`config.mk`:
```
export PLATFORM = sky130hd
export DESIGN_NAME = frs_ramp_seq
export DESIGN_NICKNAME = d
export VERILOG_FILES = /design/src/logic/frs_pkg.sv /design/src/logic/frs_ramp_seq.sv
export SDC_FILE = /design/constraint.sdc
export NUM_CORES = 1
export LEC_CHECK = 0
export ABC_CLOCK_PERIOD_IN_PS = 4300
export BUFFER_PORTS_ARGS = -buffer_cell sky130_fd_sc_hd__clkbuf_2
export CELL_PAD_IN_SITES_DETAIL_PLACEMENT = 1
export CELL_PAD_IN_SITES_GLOBAL_PLACEMENT = 2
export CORE_UTILIZATION = 40
export DETAILED_ROUTE_END_ITERATION = 6
export MAX_ROUTING_LAYER = met4
export PLACE_DENSITY_LB_ADDON = 0.1
export SETUP_SLACK_MARGIN = 0.1
export SLEW_MARGIN = 40
export SYNTH_ARGS = -nofsm -noshare
export SYNTH_HDL_FRONTEND = slang
export SYNTH_SLANG_ARGS = --single-unit
```
`constraint.sdc`:
```
create_clock -name hclk -period 4.3 [get_ports hclk]
set_clock_uncertainty 0.1 [all_clocks]
set_input_delay 0.43 -clock hclk [delete_from_list [all_inputs] [get_ports hclk]]
set_output_delay 0.43 -clock hclk [all_outputs]
set_load 0.02 [all_outputs]
```
`src/logic/frs_pkg.sv`:
```
// Package for the frequency ramp sequencer: register map, field layouts, constants.
// Assumes one AHB-Lite slave on hclk with word-aligned 32-bit registers.
package frs_pkg;
    localparam int FRS_SEGS = 8;
    localparam int FRS_NUM_W = 24;
    localparam int FRS_LEN_W = 16;
    // Register byte offsets
    localparam logic [7:0] FRS_OFF_CTRL = 8'h00;
    localparam logic [7:0] FRS_OFF_STATUS = 8'h04;
    localparam logic [7:0] FRS_OFF_IRQ_STAT = 8'h08;
    localparam logic [7:0] FRS_OFF_IRQ_MASK = 8'h0C;
    localparam logic [7:0] FRS_OFF_NUM = 8'h10;
    localparam logic [7:0] FRS_OFF_SEG_BASE = 8'h40;
    localparam logic [7:0] FRS_OFF_SEG_CFG_BASE = 8'h60;
    // Control fields
    localparam int FRS_CTRL_EN_BIT = 0;
    localparam int FRS_CTRL_PM_BIT = 1;
    localparam int FRS_CTRL_FIRST_LSB = 4;
    // Segment config fields
    localparam int FRS_CFG_NEXT_LSB = 0;
    localparam int FRS_CFG_HALF_BIT = 4;
    localparam int FRS_CFG_TRIG_BIT = 5;
    localparam int FRS_CFG_FLAG_LSB = 8;
    // Segment word: increment in [31:16], step count minus one in [15:0]
    localparam int FRS_SEG_INC_LSB = 16;
    localparam logic [31:0] FRS_CTRL_RST = 32'h0000_0000;
    localparam logic [31:0] FRS_SEG_RST = 32'h0000_0000;
    localparam int FRS_IRQ_W = 3;
    localparam int FRS_IRQ_SEG_BIT = 0;
    localparam int FRS_IRQ_WRAP_BIT = 1;
    localparam int FRS_IRQ_TRIG_BIT = 2;

    typedef struct packed {
        logic [1:0] flags;
        logic trig_wait;
        logic half_rate;
        logic [2:0] next_seg;
    } frs_seg_cfg_t;

    typedef enum logic [2:0] {
        FRS_IDLE = 3'b001,
        FRS_WAIT = 3'b010,
        FRS_RUN = 3'b100
    } frs_state_t;
endpackage

```
`src/logic/frs_ramp_seq.sv`:
```
// Frequency ramp sequencer with AHB-Lite register slave and level interrupt.
// Assumes the ramp clock is hclk; the trigger pin is asynchronous to it.
// How it works
// Step count field holds up to 65536 steps (stored as count minus one).
// Half-rate segments apply one increment every two clock cycles.
// Eight segments, each with its own next index, chainable in any order.
// Per-segment flag selection drives flag pins when that segment begins.
// A segment may wait for a rising trigger edge before it starts.
// Software keeps end frequency equal to start; no numerator reset on wrap.
// Software lowers rate or sets half rate if a segment is too long.
// Each step adds the signed increment, then advances on count or trigger.
`timescale 1ns/1ps
module frs_ramp_seq
    import frs_pkg::*;
(
    // Clock and reset
    input wire logic hclk,
    input wire logic hresetn,
    // AHB-Lite slave
    input wire logic hsel,
    input wire logic [31:0] haddr,
    input wire logic [1:0] htrans,
    input wire logic hwrite,
    input wire logic [2:0] hsize,
    input wire logic [31:0] hwdata,
    input wire logic hready,
    output logic [31:0] hrdata,
    output logic hreadyout,
    output logic hresp,
    // Ramp pins
    input wire logic ramp_trigger,
    output logic aux_pin_one,
    output logic aux_pin_two,
    output logic [FRS_NUM_W-1:0] frac_num,
    output logic ramp_phase_mod_enable,
    output logic irq
);
    logic [31:0] ctrl_reg;
    logic [31:0] seg_reg [FRS_SEGS];
    frs_seg_cfg_t cfg_reg [FRS_SEGS];
    logic [FRS_IRQ_W-1:0] irq_stat_reg;
    logic [FRS_IRQ_W-1:0] irq_mask_reg;
    frs_state_t state_reg;
    logic [2:0] seg_reg_idx;
    logic [FRS_LEN_W-1:0] step_reg;
    logic phase_reg;
    logic [2:0] trig_sync_reg;
    logic trig_lvl_reg;
    logic trig_rise;
    logic step_en;
    logic last_step;
    logic seg_start;
    logic [2:0] start_idx;

    // Address phase capture
    logic ap_valid_reg;
    logic ap_write_reg;
    logic [7:0] ap_addr_reg;
    logic ap_take;
    assign ap_take = hsel && hready && htrans[1];
    assign hreadyout = 1'b1;
    assign hresp = 1'b0;

    always_ff @(posedge hclk or negedge hresetn) begin
        if (!hresetn) begin
            ap_valid_reg <= 1'b0;
            ap_write_reg <= 1'b0;
            ap_addr_reg <= 8'h00;
        end else if (hready) begin
            ap_valid_reg <= ap_take;
            ap_write_reg <= hwrite;
            ap_addr_reg <= haddr[7:0];
        end
    end

    logic wr_en;
    logic rd_en;
    assign wr_en = ap_valid_reg && ap_write_reg;
    assign rd_en = ap_take && !hwrite;

    function automatic logic is_seg(input logic [7:0] a, input logic [7:0] base);
        return (a[7:5] == base[7:5]) && (a[1:0] == 2'b00);
    endfunction

    // Field positions live in the package; the struct packing is internal only
    function automatic frs_seg_cfg_t cfg_unpack(input logic [31:0] w);
        frs_seg_cfg_t c;
        c.next_seg = w[FRS_CFG_NEXT_LSB +: 3];
        c.half_rate = w[FRS_CFG_HALF_BIT];
        c.trig_wait = w[FRS_CFG_TRIG_BIT];
        c.flags = w[FRS_CFG_FLAG_LSB +: 2];
        return c;
    endfunction

    function automatic logic [31:0] cfg_pack(input frs_seg_cfg_t c);
        logic [31:0] w;
        w = 32'h0000_0000;
        w[FRS_CFG_NEXT_LSB +: 3] = c.next_seg;
        w[FRS_CFG_HALF_BIT] = c.half_rate;
        w[FRS_CFG_TRIG_BIT] = c.trig_wait;
        w[FRS_CFG_FLAG_LSB +: 2] = c.flags;
        return w;
    endfunction

    // Config registers
    always_ff @(posedge hclk or negedge hresetn) begin
        if (!hresetn) begin
            ctrl_reg <= FRS_CTRL_RST;
            irq_mask_reg <= '0;
            for (int i = 0; i < FRS_SEGS; i++) begin
                seg_reg[i] <= FRS_SEG_RST;
                cfg_reg[i] <= '0;
            end
        end else if (wr_en) begin
            if (ap_addr_reg == FRS_OFF_CTRL) begin
                ctrl_reg <= hwdata;
            end
            if (ap_addr_reg == FRS_OFF_IRQ_MASK) begin
                irq_mask_reg <= hwdata[FRS_IRQ_W-1:0];
            end
            if (is_seg(ap_addr_reg, FRS_OFF_SEG_BASE)) begin
                seg_reg[ap_addr_reg[4:2]] <= hwdata;
            end
            if (is_seg(ap_addr_reg, FRS_OFF_SEG_CFG_BASE)) begin
                cfg_reg[ap_addr_reg[4:2]] <= cfg_unpack(hwdata);
            end
        end
    end

    // Read data registered in the data phase, from the address phase
    always_ff @(posedge hclk or negedge hresetn) begin
        if (!hresetn) begin
            hrdata <= 32'h0000_0000;
        end else if (rd_en) begin
            hrdata <= 32'h0000_0000;
            if (haddr[7:0] == FRS_OFF_CTRL) hrdata <= ctrl_reg;
            if (haddr[7:0] == FRS_OFF_STATUS) begin
                hrdata <= {24'h0000_00, 1'b0, seg_reg_idx, 1'b0, state_reg};
            end
            if (haddr[7:0] == FRS_OFF_IRQ_STAT) hrdata <= {29'h0000_0000, irq_stat_reg};
            if (haddr[7:0] == FRS_OFF_IRQ_MASK) hrdata <= {29'h0000_0000, irq_mask_reg};
            if (haddr[7:0] == FRS_OFF_NUM) hrdata <= {8'h00, frac_num};
            if (is_seg(haddr[7:0], FRS_OFF_SEG_BASE)) hrdata <= seg_reg[haddr[4:2]];
            if (is_seg(haddr[7:0], FRS_OFF_SEG_CFG_BASE)) begin
                hrdata <= cfg_pack(cfg_reg[haddr[4:2]]);
            end
        end
    end

    // Trigger pin: three flops, edge once second and third agree
    always_ff @(posedge hclk or negedge hresetn) begin
        if (!hresetn) begin
            trig_sync_reg <= 3'b000;
            trig_lvl_reg <= 1'b0;
        end else begin
            trig_sync_reg <= {trig_sync_reg[1:0], ramp_trigger};
            if (trig_sync_reg[1] == trig_sync_reg[2]) trig_lvl_reg <= trig_sync_reg[2];
        end
    end
    assign trig_rise = (trig_sync_reg[1] == trig_sync_reg[2]) && trig_sync_reg[2]
        && !trig_lvl_reg;

    // Sequencer
    assign start_idx = ctrl_reg[FRS_CTRL_FIRST_LSB +: 3];
    assign step_en = (state_reg == FRS_RUN)
        && (!cfg_reg[seg_reg_idx].half_rate || phase_reg);
    assign last_step = step_en && (step_reg == seg_reg[seg_reg_idx][FRS_LEN_W-1:0]);
    logic [2:0] nxt_idx;
    assign nxt_idx = cfg_reg[seg_reg_idx].next_seg;
    assign seg_start = (state_reg == FRS_IDLE && ctrl_reg[FRS_CTRL_EN_BIT]
            && !cfg_reg[start_idx].trig_wait)
        || (state_reg == FRS_WAIT && trig_rise)
        || (last_step && !cfg_reg[nxt_idx].trig_wait);

    always_ff @(posedge hclk or negedge hresetn) begin
        if (!hresetn) begin
            state_reg <= FRS_IDLE;
            seg_reg_idx <= 3'd0;
            step_reg <= '0;
            phase_reg <= 1'b0;
        end else if (!ctrl_reg[FRS_CTRL_EN_BIT]) begin
            state_reg <= FRS_IDLE;
            seg_reg_idx <= start_idx;
        end else begin
            unique case (state_reg)
                FRS_IDLE: begin
                    seg_reg_idx <= start_idx;
                    step_reg <= '0;
                    phase_reg <= 1'b0;
                    state_reg <= cfg_reg[start_idx].trig_wait ? FRS_WAIT : FRS_RUN;
                end
                FRS_WAIT: begin
                    if (trig_rise) state_reg <= FRS_RUN;
                end
                FRS_RUN: begin
                    phase_reg <= ~phase_reg;
                    if (last_step) begin
                        seg_reg_idx <= nxt_idx;
                        step_reg <= '0;
                        phase_reg <= 1'b0;
                        if (cfg_reg[nxt_idx].trig_wait) state_reg <= FRS_WAIT;
                    end else if (step_en) begin
                        step_reg <= step_reg + 1'b1;
                    end
                end
            endcase
        end
    end

    // Numerator accumulator; no reset on wrap, software keeps it closed
    always_ff @(posedge hclk or negedge hresetn) begin
        if (!hresetn) begin
            frac_num <= '0;
        end else if (wr_en && ap_addr_reg == FRS_OFF_NUM) begin
            frac_num <= hwdata[FRS_NUM_W-1:0];
        end else if (step_en) begin
            frac_num <= frac_num + FRS_NUM_W'($signed(seg_reg[seg_reg_idx][31:16]));
        end
    end

    // Flags at segment start; index known one cycle later so use target
    logic [2:0] start_tgt;
    assign start_tgt = (state_reg == FRS_RUN) ? nxt_idx
        : (state_reg == FRS_WAIT) ? seg_reg_idx : start_idx;
    always_ff @(posedge hclk or negedge hresetn) begin
        if (!hresetn) begin
            aux_pin_one <= 1'b0;
            aux_pin_two <= 1'b0;
            ramp_phase_mod_enable <= 1'b0;
        end else begin
            ramp_phase_mod_enable <= ctrl_reg[FRS_CTRL_PM_BIT];
            if (seg_start) begin
                aux_pin_one <= cfg_reg[start_tgt].flags[0];
                aux_pin_two <= cfg_reg[start_tgt].flags[1];
            end
        end
    end

    // Interrupts: set wins over read-clear
    logic [FRS_IRQ_W-1:0] ev;
    logic rd_stat;
    assign ev = {trig_rise && state_reg == FRS_WAIT, last_step && nxt_idx == start_idx,
        seg_start};
    assign rd_stat = rd_en && haddr[7:0] == FRS_OFF_IRQ_STAT;
    always_ff @(posedge hclk or negedge hresetn) begin
        if (!hresetn) irq_stat_reg <= '0;
        else irq_stat_reg <= (rd_stat ? '0 : irq_stat_reg) | ev;
    end
    assign irq = |(irq_stat_reg & irq_mask_reg);

    a_num_step: assert property (@(posedge hclk) disable iff (!hresetn)
        step_en && !(wr_en && ap_addr_reg == FRS_OFF_NUM) |=>
        frac_num == $past(frac_num) + FRS_NUM_W'($signed($past(seg_reg[seg_reg_idx][31:16]))))
        else $error("numerator step wrong");
    a_half_rate: assert property (@(posedge hclk) disable iff (!hresetn)
        step_en && cfg_reg[seg_reg_idx].half_rate && !last_step |=> !step_en)
        else $error("half rate stepped twice");
    a_wait_hold: assert property (@(posedge hclk) disable iff (!hresetn)
        state_reg == FRS_WAIT && !trig_rise && ctrl_reg[0] |=> state_reg == FRS_WAIT)
        else $error("left wait without trigger");
    a_seg_chain: assert property (@(posedge hclk) disable iff (!hresetn)
        last_step && ctrl_reg[0] |=> seg_reg_idx == $past(nxt_idx) && step_reg == 0)
        else $error("bad segment chain");
    a_len_end: assert property (@(posedge hclk) disable iff (!hresetn)
        state_reg == FRS_RUN |-> step_reg <= seg_reg[seg_reg_idx][15:0])
        else $error("step count overrun");
    a_flag_out: assert property (@(posedge hclk) disable iff (!hresetn)
        seg_start |=> aux_pin_one == $past(cfg_reg[start_tgt].flags[0]))
        else $error("flag mismatch");
    a_irq_level: assert property (@(posedge hclk) disable iff (!hresetn)
        irq == |(irq_stat_reg & irq_mask_reg)) else $error("irq wrong");
    a_ev_sticky: assert property (@(posedge hclk) disable iff (!hresetn)
        ev[0] |=> irq_stat_reg[0]) else $error("event lost");
    a_stat_clear: assert property (@(posedge hclk) disable iff (!hresetn)
        rd_stat && ev == '0 |=> irq_stat_reg == '0)
        else $error("status not cleared by read");
    c_wrap: cover property (@(posedge hclk) ev[FRS_IRQ_WRAP_BIT]);
    c_trig: cover property (@(posedge hclk) state_reg == FRS_WAIT ##1 state_reg == FRS_RUN);
    c_half: cover property (@(posedge hclk) last_step && cfg_reg[seg_reg_idx].half_rate);
endmodule

```
==> out/qor.txt, run 1 <==
met3 GRT Util - 3.53%
Leak - 12.3 nW
Yosys top cell area share - 46.6%
initial antenna violation count - 1
WL/cell - 26.8 µm
worst hold slack - 0.0880 ns
max FFs per register - 256
Root Buffer Master - clkbuf_16
CP Launch Type - flip-flop
Area Overhead vs Synth - 15.5%
most frequent cells in the layout - dfrtp_1 (442), mux2_2 (397), mux4_2 (149)
Post-synth EDFFs - 0
die footprint - 0.0607 mm²
gpl congestion - 0.852
Die Y-Extent - 246 µm
I/O Pins - 137
maximum capacitance violations - 0
Synth area leader - dfrtp_1
synthesized flop and latch total - 446
minimum clock period after layout - 3.99 ns
port bufs - 106
Most used DFF post-synth - dfrtp_1
Post-Syn Area - 0.0239 mm²
PwrDens - 452 mW/mm²
via count - 15994
# nets final - 2002
sequential element share of the synthesized area - 46.7%
Starting Density - 40.5%
crit end category - flip-flop
Design Power - 0.0125 W
global-route wire length before repair - 111000 µm
asr flop ratio synth - 100%
Final Cell Area - 0.0276 mm²
Tcrit/Tclk final - 92.8%
CTS H-tree lvls - 2
DR pass1 iterations - 7
Area contributors post-synth - dfrtp_1 (47%), mux2_2 (19%), mux4_2 (14%), mux2i_1 (2.8%), nand2_1 (1.6%)
Reg clk slew, reported paths - 0.06 ns
status - complete, no violations
DIE WIDTH - 246 µm
pin count of the biggest net entering global routing - 100
gr ovfl total - 0
Slew @ Worst Pin - 0.892 ns
via density per instance - 5.89
unique cell type count in the Yosys netlist - 66
DRT iter0 DRCs - 975
busiest grt layer - met2
fin cells - 2715
HP Class - in2reg
core area - 0.0590 mm²
Critical Path RT - 4.72 ns
placed cells - 2604
GR Layer Usage met2 - 39.0%
f_max - 251 MHz
placed inst area - 0.0256 mm²
worst IR drop on VDD - 283 µV
Rel. slew slack - 40.3%
vias in the first global route - 17018
CP arrival - 4.41 ns
DP Wirelength - 47000 µm
clk_lat worst skew - 0.61 ns
Post-Route WL - 72700 µm
commonest non-fill, non-tap cell in the layout - dfrtp_1
syn nets - 1897
GRT Total Usage - 25.4%
CTS Buf Count - 53
clock buffer depth - 3
largest fanout on the critical path - 11
Post-Syn Instances - 1796
Antenna Nets Post-Route - 0
WS Path Type - reg2reg
RSZ-0062 raised after global routing - no
Residual DRC - 0
max-slew violation count - 0
layout cells sized above 1 - 44.4%
# clock sinks - 446
final setup violation count - 0
Final Hold Fails - 0
Ys Warns - 0
setup TNS - 0 ns
met1 GRT Util - 35.1%
CTS tree - yes
syn_area_per_cell - 13.3 µm²
row count - 89
[worst max-delay path, stage by stage (launching register included)]
cell and delay, ns:
dfrtp_4 0.44, buf_12 0.17, buf_4 0.13, mux4_2 0.47, mux2i_1 0.51, inv_1 0.10
ha_1 0.31, a211oi_1 0.35, o211ai_1 0.21, nand3_1 0.15, a21oi_1 0.10, buf_4 0.15
o21bai_1 0.21, nor4b_1 0.26, nor3_1 0.09, nor3_1 0.13
[cells in the mapped netlist (all sizes together), types with 17 or more instances]
cell and count:
nor2 71, nor3 29, dfrtp 445, nand3 24, o21ai 63, ha 25
mux2i 66, xnor2 30, clkbuf 75, mux4 150, a21oi 41, mux2 397
a222oi 17, buf 69, inv 17, xor2 18, a21o 17, nand2 101
[area by class of cell]
class                           count  area [µm²]
Clock inverter                     20         279
Inverter                           17        63.8
Timing Repair Buffer              194        1410
Fill cell                        5949       31400
Tap cell                          773         967
Antenna cell                        1        2.50
Sequential cell                   446       11200
Clock buffer                       75        1550
Multi-Input combinational cell   1189       12200
[metrics by stage]
stage / worst slack, ns / util [%]
final: 0.311 / 46.8
after global routing: 0.115 / 46.8
after CTS: 0.110 / 46.6
after detailed placement: 0.193 / 43.3
after global placement: 0.157 / 43.3
after floorplan: 0.107 / -
[where the power goes]
group | total [W] | internal, W | switching, W
clock | 0.00471 | 0.00286 | 0.00185
sequential | 0.00491 | 0.00449 | 0.000423
combinational | 0.00285 | 0.00128 | 0.00157
total | 0.0125 | 0.00863 | 0.00384
[timing repair]
item,CTS,global route
hold buffers,9,0
resized for setup,0,2
endpoints found under the setup margin,0,8
buffers inserted,0,5
endpoints found under the hold margin,91,0
[cell families after synthesis]
| family | count (synthesis) | share of synthesized area [%] |
|---|---|---|
| simple gates | 286 | 5.79 |
| xor+xnor | 48 | 1.76 |
| other cells | 2 | 0.0314 |
| fa+ha+maj | 26 | 1.39 |
| mux | 613 | 35.6 |
| compound gates | 214 | 5.94 |
| buf+inv | 161 | 2.78 |
| flops | 446 | 46.7 |
[final timing paths]
kind	from	endpoint	slack, ns	cells past startpoint
setup / recovery	seg_reg_idx[0]	frac_num[21]	0.31	15
hold / removal	hwdata[31]	ctrl_reg[31]	0.09	2
setup reg to reg	seg_reg_idx[0]	frac_num[21]	0.31	15
hold reg to reg	trig_sync_reg[0]	trig_sync_reg[1]	0.25	0
max in group asynchronous	hresetn	ap_addr_reg[1]	2.66	4
min in group asynchronous	hresetn	hrdata[12]	0.18	2
[metal layers]
layer,vias to the layer above,wire (µm)
met5,-,0
met3,107,3050
met4,0,1800
li1,6961,-
met2,329,34200
met1,8597,33600
Power figures use the tool's default switching activity.
==> inputs of run 2 (changes only) <==
--- a/config.mk
+++ b/config.mk
@@ -13,6 +13,7 @@
 export DETAILED_ROUTE_END_ITERATION = 6
 export MAX_ROUTING_LAYER = met4
 export PLACE_DENSITY_LB_ADDON = 0.1
+export REMOVE_ABC_BUFFERS = 1
 export SETUP_SLACK_MARGIN = 0.1
 export SLEW_MARGIN = 40
 export SYNTH_ARGS = -nofsm -noshare
==> out/qor.txt, run 2 (synthesis gave the netlist of run 1 again) <==
final core occ - 46.6% (-0.18 points)
Reg clk slew, reported paths - 0.06 ns (about the same)
pin count of the biggest net entering global routing - 90 (-10%)
core area - 0.0590 mm² (unchanged)
Combinational Power Share - 21.8% (-1.0 points)
Leak - 12.2 nW (-0.57%)
status - complete, no violations
WL/cell - 27.0 µm (+1.0%)
largest fanout on the critical path - 12 (+1)
row count - 89 (unchanged)
# nets final - 1991 (-0.55%)
Starting Density - 40.5% (unchanged)
busiest grt layer - met2
DRT iter0 DRCs - 899 (-7.8%)
gpl congestion - 0.834 (-2.1%)
net switching power - 0.00385 W (+0.31%)
Filler cells - 5933 (-0.27%)
global-route wire length before repair - 113000 µm (+1.3%)
max FFs per register - 256 (unchanged)
Rel. slew slack - 48.0% (+7.7 points)
WS Path Type - reg2reg
GR Layer Usage met2 - 40.3% (+1.3 points)
PwrDens - 454 mW/mm² (+0.55%)
I/O Pins - 137 (unchanged)
launching point of the worst reg2reg path - seg_reg_idx[0]
setup TNS - 0 ns (unchanged)
Design Power - 0.0125 W (+0.15%)
Area Overhead vs Synth - 15.0%
layout cells sized above 1 - 44.4% (about the same)
commonest non-fill, non-tap cell in the layout - dfrtp_1
max-slew violation count - 0 (unchanged)
HP Class - in2reg
CTS Buf Count - 54 (+1.9%)
met1 GRT Util - 35.4% (+0.31 points)
clk_lat worst skew - 0.62 ns (about the same)
Int Power - 0.00864 W (about the same)
die footprint - 0.0607 mm² (unchanged)
final setup violation count - 0 (unchanged)
minimum clock period after layout - 3.96 ns (-0.0259 ns)
sw frac - 30.9% (+0.050 points)
power share of the sequential group - 39.4% (about the same)
via density per instance - 5.84 (-0.81%)
vias in the first global route - 17139 (+0.71%)
GRT Total Usage - 25.7% (+0.30 points)
port bufs - 106 (unchanged)
FF-to-FF End - frac_num[19]
reg2reg setup slack - 0.34 ns (+0.03 ns)
maximum capacitance violations - 0 (unchanged)
CTS H-tree lvls - 2 (unchanged)
f_max - 252 MHz (+0.65%)
CP Capture Point - frac_num[19]
Root Buffer Master - clkbuf_16
Critical Path Start - seg_reg_idx[0]
via count - 15823 (-1.1%)
Tcrit/Tclk final - 92.2% (-0.60 points)
worst IR drop on VDD - 312 µV (+10%)
Residual DRC - 0 (unchanged)
most frequent cells in the layout - dfrtp_1 (442), mux2_2 (397), mux4_2 (149)
DIE WIDTH - 246 µm (unchanged)
# clock sinks - 446 (unchanged)
initial antenna violation count - 1 (unchanged)
crit end category - flip-flop
DR pass1 iterations - 5 (-2)
CTS tree - yes
clock power share - 38.8% (+1.0 points)
CP arrival - 4.36 ns (-0.05 ns)
CP Launch Type - flip-flop
RSZ-0062 raised after global routing - no
worst reg-to-reg path cell count - 12 (-3)
Slew @ Worst Pin - 0.779 ns (-0.112 ns)
clock buffer depth - 3 (unchanged)
Die Y-Extent - 246 µm (unchanged)
Post-Route WL - 73200 µm (+0.74%)
Final Hold Fails - 0 (unchanged)
Critical Path RT - 4.69 ns (-0.03 ns)
Antenna Nets Post-Route - 0 (unchanged)
gr ovfl total - 0 (unchanged)
DP Wirelength - 47900 µm (+1.8%)
met3 GRT Util - 2.88% (-0.65 points)
==> run 2: final cells by class <==
cell class	count	area (µm²)	share of cell area [%]
Antenna cell	1	2.50	0.00910
Clock buffer	74	1590	5.77
Clock inverter	26	305	1.11
Inverter	17	63.8	0.232
Multi-Input combinational cell	1189	12200	44.2
Sequential cell	446	11200	40.6
Tap cell	773	967	3.52
Timing Repair Buffer	182	1240	4.52
==> run 2: worst max-delay path, stage by stage, from the launching register on <==
cell      delay (ns)
dfrtp_4         0.58
buf_12          0.21
mux4_2          0.50
mux2_2          0.31
ha_1            0.37
a21o_1          0.20
a21o_1          0.19
a221oi_1        0.42
a21oi_1         0.21
o21ai_0         0.18
nor2b_1         0.18
xnor2_1         0.08
a221o_1         0.31
==> run 2: worst min path at each step <==
stage,startpoint,end,slack [ns],cells after the start
global route,haddr[5],ap_addr_reg[5],0.04,2
finish,haddr[5],ap_addr_reg[5],0.04,2
floorplan,hresetn,ap_addr_reg[0],0.03,0
CTS,haddr[5],ap_addr_reg[5],0.02,2
global placement,trig_sync_reg[0],trig_sync_reg[1],0.24,0
detailed placement,trig_sync_reg[0],trig_sync_reg[1],0.24,0
==> run 2: what timing repair did <==
item	CTS	global route
endpoints found under the hold margin	69	0
hold buffers	8	0
endpoints found under the setup margin	2	4
buffers inserted	0	1
gates resized for setup	1	1
==> run 2: metal layers <==
metal  part of all wire, %  vias up  wire length (µm)
li1                      -     6948                 -
met1                    46     8499             33900
met2                    48      270             35200
met3                   3.3      106              2420
met4                   2.3        0              1670
met5                     0        -                 0
==> run 2: power by group through the flow <==
stage	sequential (W)	combinational, W	clock, W
6_report	0.00493	0.00272	0.00484
2_1_floorplan	0.00502	0.00155	0
3_5_place_dp	0.00500	0.00273	0
5_1_grt	0.00496	0.00297	0.00510
4_1_cts	0.00493	0.00275	0.00496
3_3_place_gp	0.00499	0.00269	0
==> run 2: metrics by stage <==
step	area, µm²	std cells	hold slack, ns	setup WS, ns
floorplan	23300	1652	0.0344	-1.94
global placement	25500	2598	0.236	0.100
detailed placement	25500	2598	0.243	0.0964
CTS	27500	2706	0.0170	0.221
global route	27500	2708	0.0408	0.154
finish	27500	2708	0.0408	0.337
